==> src/jie_defs.svh <==
// Purpose: Constants for the jump and increment execution block.
// Assumes: 12-bit instruction words, 8-bit data, 11-bit program counter.
// Notes: Included by both design files.
`ifndef JIE_DEFS_SVH
`define JIE_DEFS_SVH
`define JIE_OP_JUMP 3'h5
`define JIE_OP_INC 6'h0A
`define JIE_OP_INCSKIP 6'h0F
`define JIE_PAGE_HI 6
`define JIE_PAGE_LO 5
`define JIE_ZERO_BIT 2
`define JIE_PC_RESET 11'h7FF
`define JIE_NOP_WORD 12'h000
`endif

==> src/jie_pkg.sv <==
// Purpose: Types for the jump and increment execution block.
// Assumes: Nothing beyond the constants header.
// Notes: Never imported.
package jie_pkg;
    typedef enum logic [1:0] {
        JIE_OTHER,
        JIE_JUMP,
        JIE_INC,
        JIE_INCSKIP
    } jie_op_t;
endpackage

==> src/jie_decode.sv <==
// Purpose: Opcode recognition for the three executed instructions.
// Assumes: Word is stable while decoded.
// Notes: Purely combinational.
`include "jie_defs.svh"
module jie_decode (
    input wire logic [11:0] word_in,
    output jie_pkg::jie_op_t op_out,
    output logic dest_file_out,
    output logic [4:0] addr_out
);
    always_comb begin
        op_out = jie_pkg::JIE_OTHER;
        if (word_in[11:9] == `JIE_OP_JUMP) begin
            op_out = jie_pkg::JIE_JUMP;
        end else if (word_in[11:6] == `JIE_OP_INC) begin
            op_out = jie_pkg::JIE_INC;
        end else if (word_in[11:6] == `JIE_OP_INCSKIP) begin
            op_out = jie_pkg::JIE_INCSKIP;
        end
        dest_file_out = word_in[5];
        addr_out = word_in[4:0];
    end
endmodule // jie_decode

==> src/jump_and_increment_exec.sv <==
// Purpose: Executes jump, increment and increment-skip-if-zero.
// Assumes: File read data for the addressed register is valid in the
//          cycle the instruction executes (combinational read).
// Notes: Other opcodes hold the accumulator and write data but advance the PC and reload status; the fetch uses pc_out.
//
// Overview of operation
// - Top bits 101 load low nine PC bits.
// - Jump takes PC bits 10:9 from status.
// - Jump leaves status flags unchanged.
// - Increment reads file register, adds one.
// - Destination bit picks accumulator or file.
// - Plain increment updates only zero flag.
// - Increment-skip skips next when result zero.
// - Skip discards prefetch, runs no_operation cycle.
// - Increment-skip leaves every status flag alone.
`include "jie_defs.svh"
module jump_and_increment_exec (
    input wire logic clk_sys_in,
    input wire logic reset_n_in,
    input wire logic clk_en_in,
    input wire logic [11:0] instr_in,
    input wire logic [7:0] status_in,
    input wire logic [7:0] file_rdata_in,
    output logic [10:0] pc_out,
    output logic [4:0] file_addr_out,
    output logic [7:0] file_wdata_out,
    output logic file_we_out,
    output logic [7:0] accum_out,
    output logic [7:0] status_out,
    output logic [11:0] exec_word_out
);
    // ------------------------------------------------------------
    // Decode
    // ------------------------------------------------------------
    jie_pkg::jie_op_t op;
    logic dest_file;
    logic [4:0] addr;
    logic [11:0] word;
    logic skip;
    logic [7:0] sum;
    logic [7:0] operand;
    logic [10:0] pc, next_pc;
    logic [7:0] accum, next_accum, status, next_status;
    logic [7:0] wdata, next_wdata;
    logic we, next_we, next_skip;
    logic [11:0] next_word;

    // A skipped word is replaced here so it never reaches the decoder.
    assign word = skip ? `JIE_NOP_WORD : instr_in;

    jie_decode u_decode (
        .word_in(word),
        .op_out(op),
        .dest_file_out(dest_file),
        .addr_out(addr)
    );

    // ------------------------------------------------------------
    // Operand
    // ------------------------------------------------------------
    // The write-back lands one edge after execution, so a register read
    // back to back would still hold its old value; forward the result.
    always_comb begin
        operand = file_rdata_in;
        if (we && file_addr_out == addr) begin
            operand = wdata;
        end
    end

    assign sum = operand + 8'h01;

    // ------------------------------------------------------------
    // Execute
    // ------------------------------------------------------------
    always_comb begin
        next_pc = pc + 11'h001;
        next_accum = accum;
        next_status = status_in;
        next_wdata = wdata;
        next_we = 1'b0;
        next_skip = 1'b0;
        next_word = word;
        unique case (op)
            jie_pkg::JIE_JUMP: begin
                next_pc = {status_in[`JIE_PAGE_HI:`JIE_PAGE_LO],
                           word[8:0]};
                // Prefetched word after a branch is stale; flush it.
                next_skip = 1'b1;
                next_status = status_in;
            end
            jie_pkg::JIE_INC, jie_pkg::JIE_INCSKIP: begin
                if (dest_file) begin
                    next_wdata = sum;
                    next_we = 1'b1;
                end else begin
                    next_accum = sum;
                end
                if (op == jie_pkg::JIE_INC) begin
                    next_status[`JIE_ZERO_BIT] = (sum == 8'h00);
                end else begin
                    next_skip = (sum == 8'h00);
                end
            end
            jie_pkg::JIE_OTHER: begin
            end
        endcase
    end

    // A low enable holds every register, so a pending skip survives it.
    always_ff @(posedge clk_sys_in) begin
        if (!reset_n_in) begin
            pc <= `JIE_PC_RESET;
            accum <= 8'h00;
            status <= 8'h00;
            wdata <= 8'h00;
            we <= 1'b0;
            skip <= 1'b0;
            exec_word_out <= `JIE_NOP_WORD;
            file_addr_out <= 5'h00;
        end else if (clk_en_in) begin
            pc <= next_pc;
            accum <= next_accum;
            status <= next_status;
            wdata <= next_wdata;
            we <= next_we;
            skip <= next_skip;
            exec_word_out <= next_word;
            file_addr_out <= addr;
        end
    end

    // ------------------------------------------------------------
    // Outputs
    // ------------------------------------------------------------
    assign pc_out = pc;
    assign accum_out = accum;
    assign status_out = status;
    assign file_wdata_out = wdata;
    assign file_we_out = we;
endmodule // jump_and_increment_exec

==> config.mk <==
export PLATFORM = sky130hd
export DESIGN_NAME = jump_and_increment_exec
export DESIGN_NICKNAME = d
export VERILOG_FILES = /design/src/jie_pkg.sv /design/src/jie_decode.sv /design/src/jump_and_increment_exec.sv
export VERILOG_INCLUDE_DIRS = /design/src
export SDC_FILE = /design/constraint.sdc
export NUM_CORES = 1
export LEC_CHECK = 0
export ABC_AREA = 1
export BUFFER_PORTS_ARGS = -buffer_cell sky130_fd_sc_hd__buf_2
export CAP_MARGIN = 5
export CORE_UTILIZATION = 50
export CTS_CLUSTER_DIAMETER = 150
export DETAILED_ROUTE_END_ITERATION = 16
export HOLD_SLACK_MARGIN = 0.08
export PLACE_DENSITY_LB_ADDON = 0.15
export SYNTH_ARGS = -nofsm -noshare
export SYNTH_HDL_FRONTEND = slang
export SYNTH_SLANG_ARGS = --single-unit
==> constraint.sdc <==
create_clock -name clk_sys_in -period 2.6 [get_ports clk_sys_in]
set_input_delay 0.78 -clock clk_sys_in [delete_from_list [all_inputs] [get_ports clk_sys_in]]
set_output_delay 0.78 -clock clk_sys_in [all_outputs]
set_load 0.05 [all_outputs]
==> flow_summary_export.csv, run 1 <==
group,metric,value,unit
synth,synth_commonest_cells,"nand2_1, dfxtp_1, inv_1",
clock_tree,htreeDepth,2,
detailed_routing,ant_nets,0,
synth,synth_nets,436,
synth,synth_cell_type_count,34,
synth,synth_area_leader_cell,"dfxtp_1",
clock_tree,clockBufferDepth,2,
layout,drive_above_1_share,30.6,%
critical_path,r2r_start,"skip$_SDFFE_PN0P_",
place,place.gp.congestion,0.858,
sta,hold_viol_final,0,
critical_path,cp-start-kind,"primary input",
place,dp.cells,553,
global_routing,grt.total_usage,24.1,%
global_routing,globalRouteMet2Util,41.2,%
global_routing,grt_pass1_vias,2531,
floorplanning,initial_core_util,52.8,%
synth,synth-edff-count,0,
detailed_routing,drtIter0Drc,122,
clock_tree,hold_buffers,0,
floorplanning,die_area,0.00579,mm²
synth,yosys_warnings,0,
clock_tree,numCtsBuffers,5,
synth,syn_inst,402,
sta,period_share,91.7,%
sta,fin_crit,2.38,ns
synth,ys_seq_elements,49,
synth,yosysSeqAreaShare,35.7,%
layout,antenna_cells,0,
layout,final_nets,526,
sta,finalClockSkew,0.0109,ns
synth,ys.flop_type,"dfxtp_1",
clock_tree,clk_latency,0.31,ns
global_routing,grt_util_met1,31.4,%
global_routing,grt_pass1_wl,11500,µm
synth,ys_async_sr_fraction,0,%
critical_path,regToRegSetupSlack,0.27,ns
global_routing,grt_overflow,0,
clock_tree,cts_sinks,49,
critical_path,cp-endpoint,"status_out[2]$_SDFFE_PN0P_",
sta,worst_slack,0.215,ns
critical_path,worstSetupEndpointType,"flop",
critical_path,required,2.83,ns
detailed_routing,drc,0,
place,io_buffers,83,
clock_tree,cts_tree,"done",
detailed_routing,route.vias.total,2851,
job,cap_violations,0,
global_routing,met3_usage,4.19,%
floorplanning,placement_rows,26,
power,power_leakage,1.80,nW
place,dp_slack,-0.100,ns
critical_path,worstSetupStartpoint,"instr_in[1]",
sta,rsz0062_at_grt,"false",
power,p_per_area,522,mW/mm²
global_routing,grt_max_degree,33,
critical_path,critical_path.max_fanout,8,
critical_path,worst_ep_arrival_time,2.61,ns
synth,postSynthAreaPerCell,6.83,µm²
power,peakVddDrop,0.000366,V
layout,syn2layout_area_growth,24.5,%
floorplanning,io_pins,84,
global_routing,grt_most_used_layer,"met2",
synth,synth_area_leaders,"dfxtp_1, nand2_1, o21ai_0, inv_1, nor2_1",
synth,yosysMostFrequentCell,"nand2_1",
detailed_routing,wl_per_cell,12.3,µm
critical_path,r2r_end,"status_out[2]$_SDFFE_PN0P_",
sta,relSlewSlack,64.0,%
critical_path,reg2reg_depth,18,
min_path,min_path_type,"reg2reg",
status,status,"finished clean",
detailed_routing,wirelength,6940,µm
sta,finalMaxSlewViolations,0,
global_routing,antenna_found_initial,0,
layout,finalNonFillerCells,563,
floorplanning,die_w,76.1,µm
clock_tree,ctsRootBufferMaster,"clkbuf_8",
min_path,min_from,"status_out[5]$_SDFFE_PN0P_",
synth,synth_top_area_share,35.7,%
sta,whs,0.469,ns
sta,fmax,419,MHz
clock_tree,clk_pin_slew_worst_paths,0.10,ns
sta,worst_pin_slew,0.537,ns
place,dp_hpwl,5120,µm
floorplanning,core,0.00520,mm²
detailed_routing,dr.pass1.iters,4,
critical_path,crit_type,"in2reg",
floorplanning,die_h,76.1,µm
sta,setup-violations-final,0,
detailed_routing,vias_per_cell,5.06,
synth,synthesis.area,0.00275,mm²
==> how the worst min path moves through the flow <==
stage                                            end  slack, ns  depth (start not counted)
after floorplan                    skip$_SDFFE_PN0P_       0.55                          2
after global placement    status_out[6]$_SDFFE_PN0P_       0.45                          2
after detailed placement  status_out[5]$_SDFFE_PN0P_       0.45                          2
after CTS                 status_out[5]$_SDFFE_PN0P_       0.47                          2
after global routing      status_out[5]$_SDFFE_PN0P_       0.49                          2
final                     status_out[5]$_SDFFE_PN0P_       0.47                          2
==> area by class of cell <==
class	count	area [µm²]
inverter	55	214
sequential	49	982
timing repair buffer	106	613
clock inverter	2	15.0
multi-input combinational	275	1430
clock buffer	6	72.6
tap	70	87.6
fill	484	1790
==> cells in the final DEF (no fill, tap or decap), drive strengths merged, types with 3 or more instances in the layout <==
master,n
nand3,26
dfxtp,49
xor2,3
inv,53
clkbuf,6
o211ai,9
nand2,90
buf,106
ha,3
nor2,53
nor3,4
o21ai,46
a21oi,31
==> state kept, by name, summed over array words and instances, names as in the netlist <==
| signal | flops |
|---|---|
| skip | 1 |
| accum_out | 8 |
| file_wdata_out | 8 |
| status_out | 8 |
| pc_out | 11 |
| exec_word_out | 8 |
| file_addr_out | 4 |
| file_we_out | 1 |
==> critical path, stage by stage <==
cell and delay, ns:
buf_2 0.12, nand2_1 0.10, nand2_1 0.06, nand2_1 0.06
nand2_1 0.12, nor2_8 0.20, nand3_2 0.10, nand2_4 0.11
ha_2 0.20, nand3_1 0.10, clkinv_1 0.07, nand2_1 0.05
nand2_1 0.07, nand2_2 0.07, nor2_2 0.12, nand2_1 0.06
nand2_1 0.05, nand2_1 0.05, a21oi_2 0.11
==> metal layers <==
layer  wire length, µm  vias to the layer above
met5                 0                        -
met4                59                        0
met3               415                        4
met2              3270                      101
met1              3200                     1290
li1                  -                     1456
==> per-stage QoR <==
step	setup TNS, ns	instance area (µm²)	util, %	power [W]
2_1_floorplan	0	2750	-	0.00121
3_3_place_gp	-0.0182	3300	63.4	0.00133
3_5_place_dp	-0.126	3300	63.4	0.00134
4_1_cts	0	3390	65.1	0.00180
5_1_grt	0	3420	65.7	0.00187
6_report	0	3420	65.7	0.00179
==> timing repair <==
item	in CTS	in global routing
resized for setup	0	7
endpoints found under the setup margin	0	4
setup buffers	0	2
==> power breakdown <==
group | leakage, nW | internal (W) | total [W] | switching, W
clock | 0.0374 | 0.000190 | 0.000454 | 0.000264
combinational | 1.36 | 0.000150 | 0.000507 | 0.000357
sequential | 0.403 | 0.000791 | 0.000825 | 0.0000340
==> kinds of logic after synthesis <==
family / synth area share [%]
flip-flops: 35.7
XOR/XNOR: 1.59
AO/OA/AOI/OAI: 18.2
adder cells (fa/ha/maj): 1.37
buffers and inverters: 12.3
AND/OR/NAND/NOR: 30.9
Power figures use the tool's default switching activity.
==> run 2, diff against run 1 <==
==> constraint.sdc (replaced) <==
create_clock -name clk_sys_in -period 2.6 [get_ports clk_sys_in]
set_input_delay 0.65 -clock clk_sys_in [delete_from_list [all_inputs] [get_ports clk_sys_in]]
set_output_delay 0.65 -clock clk_sys_in [all_outputs]
set_load 0.05 [all_outputs]
==> flow_summary_export.csv, run 2 (same netlist as run 1, synthesis figures left out) <==
group,metric,value,unit
detailed_routing,dr.pass1.iters,4,
layout,final_nets,521,
detailed_routing,ant_nets,0,
critical_path,cpMostUsedCell,"nand2_1",
sta,relSlewSlack,63.9,%
layout,final_common_cell,"buf_2",
global_routing,grt.total_usage,23.9,%
min_path,whs_path_depth,2,
floorplanning,die_w,76.1,µm
global_routing,antenna_found_initial,0,
clock_tree,htreeDepth,2,
critical_path,cp_slowest_stage_delay,0.38,ns
min_path,holdPathEnd,"status_out[5]$_SDFFE_PN0P_",
place,dp_hpwl,4900,µm
sta,fin_crit,2.34,ns
clock_tree,clk_latency,0.30,ns
critical_path,r2r_start,"skip$_SDFFE_PN0P_",
detailed_routing,drc,0,
sta,hold_viol_final,0,
critical_path,required,2.83,ns
global_routing,grt_pass1_wl,11400,µm
clock_tree,clk_pin_slew_worst_paths,0.09,ns
sta,worst_slack,0.265,ns
power,totalPowerFinal,0.00174,W
power,power_leakage,1.78,nW
place,io_buffers,83,
job,cap_violations,0,
sta,fmax,428,MHz
detailed_routing,wirelength,6670,µm
min_path,min_from,"status_out[5]$_SDFFE_PN0P_",
critical_path,critPathSlowestCell,"dfxtp_4",
layout,syn2layout_area_growth,22.1,%
status,status,"finished clean",
detailed_routing,wl_per_cell,12.0,µm
place,dp_slack,0.00126,ns
critical_path,worst_ep_arrival_time,2.57,ns
detailed_routing,vias_per_cell,5.03,
clock_tree,ctsRootBufferMaster,"clkbuf_8",
sta,finalClockSkew,0.00752,ns
clock_tree,clockBufferDepth,2,
floorplanning,placement_rows,26,
clock_tree,cts_sinks,49,
floorplanning,io_pins,84,
sta,period_share,89.8,%
clock_tree,numCtsBuffers,5,
floorplanning,die_h,76.1,µm
layout,drive_above_1_share,29.8,%
place,place.gp.congestion,0.875,
min_path,min_path_type,"reg2reg",
critical_path,cp-start-kind,"flop",
floorplanning,die_area,0.00579,mm²
sta,finalMaxSlewViolations,0,
critical_path,reg2reg_depth,18,
sta,worst_pin_slew,0.539,ns
floorplanning,initial_core_util,52.8,%
layout,largest_reg_flops,11,
detailed_routing,route.vias.total,2799,
global_routing,grt_max_degree,33,
power,p_per_area,517,mW/mm²
critical_path,r2r_end,"status_out[2]$_SDFFE_PN0P_",
global_routing,grt_overflow,0,
detailed_routing,drtIter0Drc,103,
critical_path,crit_type,"reg2reg",
critical_path,critical_path.max_fanout,11,
power,peakVddDrop,0.000389,V
floorplanning,core,0.00520,mm²
critical_path,regToRegSetupSlack,0.26,ns
sta,setup-violations-final,0,
clock_tree,hold_buffers,0,
layout,antenna_cells,0,
global_routing,grt_pass1_vias,2545,
critical_path,worstSetupEndpointType,"flop",
clock_tree,cts_tree,"done",
layout,final_cell_mix,"buf_2, nand2_1, inv_1, dfxtp_1, nor2_1",
critical_path,path_cells,"inv_6 > nand2_2 > a21oi_1 > nand2_1 > nor2_8 > nand3_1 > nand2_1 > ha_1 > nand3_1 > clkinv_1 > nand2_1 > nand2_1 > nand2_2 > nor2_2 > nand2_1 > nand2_1 > nand2_1 > a21oi_2",
run 2: routing by layer:
layer	up-vias	wire (µm)	GRT usage [%]
met2	77	2970	39.4
met4	0	102	6.73
li1	1456	-	-
met3	10	351	4.19
met5	-	0	0
met1	1256	3240	32.0
run 2: metrics by stage:
step	hold slack, ns	setup TNS (ns)	area (µm²)	util, %	std cells
global route	0.488	-0.0240	3350	64.4	556
finish	0.463	0	3350	64.4	556
CTS	0.465	0	3300	63.3	550
detailed placement	0.453	0	3220	61.9	544
floorplan	0.548	0	2750	-	402
global placement	0.446	0	3220	61.9	544
run 2: timing repair:
action                                  in CTS  in global routing
endpoints found under the setup margin       0                  4
buffers inserted                             0                  6
gates resized for setup                      0                  6
run 2: layout make-up:
| class | instances | area (µm²) |
|---|---|---|
| clock buffers | 5 | 68.8 |
| clock inverters | 1 | 5.00 |
| fillers | 493 | 1850 |
| inverters | 55 | 211 |
| multi-input cells | 275 | 1430 |
| flip-flops and latches | 49 | 985 |
| well taps | 70 | 87.6 |
| repair buffers | 101 | 563 |
run 2: worst max path at each step:
stage                                             start                          to  slack (ns)  depth (start not counted)
after floorplan           exec_word_out[4]$_SDFFE_PN0P_  status_out[2]$_SDFFE_PN0P_        0.23                         16
after global placement                      instr_in[3]  status_out[2]$_SDFFE_PN0P_        0.06                         18
after detailed placement                    instr_in[3]  status_out[2]$_SDFFE_PN0P_       0.001                         18
after CTS                             skip$_SDFFE_PN0P_  status_out[2]$_SDFFE_PN0P_        0.08                         18
after global routing                  skip$_SDFFE_PN0P_  status_out[2]$_SDFFE_PN0P_       -0.02                         18
final                                 skip$_SDFFE_PN0P_  status_out[2]$_SDFFE_PN0P_        0.26                         18
run 2: report_power, final:
group | leakage, nW | switching (W) | internal (W)
clock | 0.0399 | 0.000243 | 0.000178
sequential | 0.403 | 0.0000331 | 0.000790
combinational | 1.34 | 0.000353 | 0.000138
total | 1.78 | 0.000629 | 0.00111
run 2: critical path, delay by kind of cell (launching register included):
kind | cells | cell delay, ns
simple gates | 13 | 1.22
compound gates | 2 | 0.25
buf+inv | 2 | 0.19
flops | 1 | 0.38
fa+ha+maj | 1 | 0.22
==> run 3, diff against run 2 <==
- CORE_MARGIN: not set -> 4
- PLACE_DENSITY: not set -> 0.78
- PLACE_DENSITY_LB_ADDON: 0.15 -> not set
- RECOVER_POWER: not set -> 50
==> flow_summary_export.csv, run 3 (same netlist as run 1, synthesis figures left out) <==
group,metric,value,unit
global_routing,grt.total_usage,22.6,%
layout,finalNonFillerCells,557,
min_path,holdPathEnd,"status_out[5]$_SDFFE_PN0P_",
place,dp.cells,547,
sta,period_share,90.1,%
detailed_routing,wirelength,7190,µm
sta,setup-violations-final,0,
clock_tree,clk_pin_slew_worst_paths,0.09,ns
layout,fin_util,63.5,%
power,peakVddDrop,0.000352,V
min_path,min_from,"status_out[5]$_SDFFE_PN0P_",
floorplanning,die_w,82.1,µm
sta,finalClockSkew,0.0121,ns
critical_path,critical_path.max_fanout,11,
critical_path,r2r_start,"skip$_SDFFE_PN0P_",
detailed_routing,vias_per_cell,5.12,
critical_path,r2r_end,"status_out[2]$_SDFFE_PN0P_",
power,totalPowerFinal,0.00176,W
power,swShare,36.5,%
layout,syn2layout_area_growth,20.3,%
clock_tree,cts_tree,"done",
sta,fmax,427,MHz
floorplanning,die_area,0.00674,mm²
place,dp_hpwl,5340,µm
power,pwr-share-seq,46.9,%
layout,drive_above_1_share,23.6,%
detailed_routing,drtIter0Drc,135,
status,status,"finished clean",
sta,worst_slack,0.258,ns
power,p_int,0.00112,W
sta,finalMaxSlewViolations,0,
clock_tree,numCtsBuffers,5,
global_routing,antenna_found_initial,0,
power,p_switching,0.000643,W
detailed_routing,route.vias.total,2851,
detailed_routing,drc,0,
floorplanning,initial_core_util,52.8,%
critical_path,crit_type,"reg2reg",
power,power_leakage,1.66,nW
place,place.gp.congestion,0.932,
min_path,min_path_type,"reg2reg",
detailed_routing,ant_nets,0,
clock_tree,hold_buffers,0,
critical_path,required,2.83,ns
layout,fillers,499,
sta,setup_tns,0,ns
layout,final_cell_mix,"nand2_1, buf_2, inv_1, dfxtp_1",
global_routing,grt_pass1_vias,2665,
detailed_routing,dr.pass1.iters,5,
min_path,whs_path_depth,2,
global_routing,grt_max_degree,33,
place,dp_slack,-0.0218,ns
layout,final_common_cell,"nand2_1",
sta,rsz0062_at_grt,"false",
layout,largest_reg_flops,11,
critical_path,reg2reg_depth,17,
sta,fin_crit,2.34,ns
power,p_clk_share,25.1,%
floorplanning,io_pins,84,
floorplanning,die_h,82.1,µm
sta,relSlewSlack,14.5,%
power,pwr-share-comb,28.0,%
detailed_routing,wl_per_cell,12.9,µm
clock_tree,ctsRootBufferMaster,"clkbuf_8",
critical_path,regToRegSetupSlack,0.26,ns
global_routing,grt_pass1_wl,12000,µm
sta,hold_viol_final,0,
job,cap_violations,0,
layout,antenna_cells,0,
global_routing,grt_overflow,0,
power,p_per_area,533,mW/mm²
clock_tree,clk_latency,0.30,ns
critical_path,worstSetupEndpointType,"flop",
clock_tree,clockBufferDepth,2,
floorplanning,core,0.00520,mm²
critical_path,worst_ep_arrival_time,2.57,ns
clock_tree,cts_sinks,49,
place,io_buffers,83,
floorplanning,placement_rows,26,
critical_path,cp-start-kind,"flop",
sta,worst_pin_slew,1.28,ns
clock_tree,htreeDepth,2,
layout,final_nets,520,
[run 3: critical path, stage by stage, from the launching register on]
cell and delay (ns):
dfxtp_4 0.39, clkinv_4 0.11, nand2_2 0.12, nor2_1 0.07
a21oi_4 0.19, nand3_4 0.15, nand2_1 0.13, nand2_4 0.08
ha_1 0.24, nand3_1 0.12, clkinv_1 0.08, nand3b_1 0.09
nand2_2 0.08, nor2_2 0.12, nand2_1 0.07, nand2_1 0.06
nand2_1 0.06, a21oi_2 0.10
[run 3: timing repair]
action	in CTS	in global routing
setup endpoints to repair	0	6
gates resized for setup	0	6
buffers inserted	0	2
[run 3: power groups by stage]
stage | combinational, W | sequential [W] | clock [W]
after floorplan | 0.000241 | 0.000974 | 0
after global routing | 0.000540 | 0.000830 | 0.000481
final | 0.000493 | 0.000825 | 0.000442
after global placement | 0.000489 | 0.000839 | 0
after detailed placement | 0.000495 | 0.000841 | 0
after CTS | 0.000498 | 0.000824 | 0.000454
[run 3: final cells by class]
type	count	area [µm²]	share of cell area, %
Multi-Input combinational cell	275	1430	43.4
Tap cell	70	87.6	2.65
Clock inverter	1	7.51	0.227
Sequential cell	49	985	29.8
Inverter	55	211	6.40
Timing Repair Buffer	100	502	15.2
Clock buffer	7	76.3	2.31
[run 3: how the worst max path moves through the flow]
stage                                       to                          start  cells past startpoint
floorplan           status_out[2]$_SDFFE_PN0P_  exec_word_out[4]$_SDFFE_PN0P_                     16
detailed placement  status_out[2]$_SDFFE_PN0P_                    instr_in[3]                     17
finish              status_out[2]$_SDFFE_PN0P_              skip$_SDFFE_PN0P_                     17
global route        status_out[2]$_SDFFE_PN0P_              skip$_SDFFE_PN0P_                     19
global placement    status_out[2]$_SDFFE_PN0P_                    instr_in[3]                     18
CTS                 status_out[2]$_SDFFE_PN0P_              skip$_SDFFE_PN0P_                     18
[run 3: routing by layer]
layer,up-vias,global-route usage [%],wire (µm)
li1,1447,-,-
met5,-,0,0
met2,77,36.2,3210
met3,9,3.69,415
met4,0,7.81,102
met1,1318,30.8,3470
[run 3: per-stage QoR]
step | cell area, µm² | hold slack, ns
2_1_floorplan | 2750 | 0.548
3_3_place_gp | 3230 | 0.446
3_5_place_dp | 3230 | 0.455
4_1_cts | 3320 | 0.468
5_1_grt | 3300 | 0.502
6_report | 3300 | 0.468
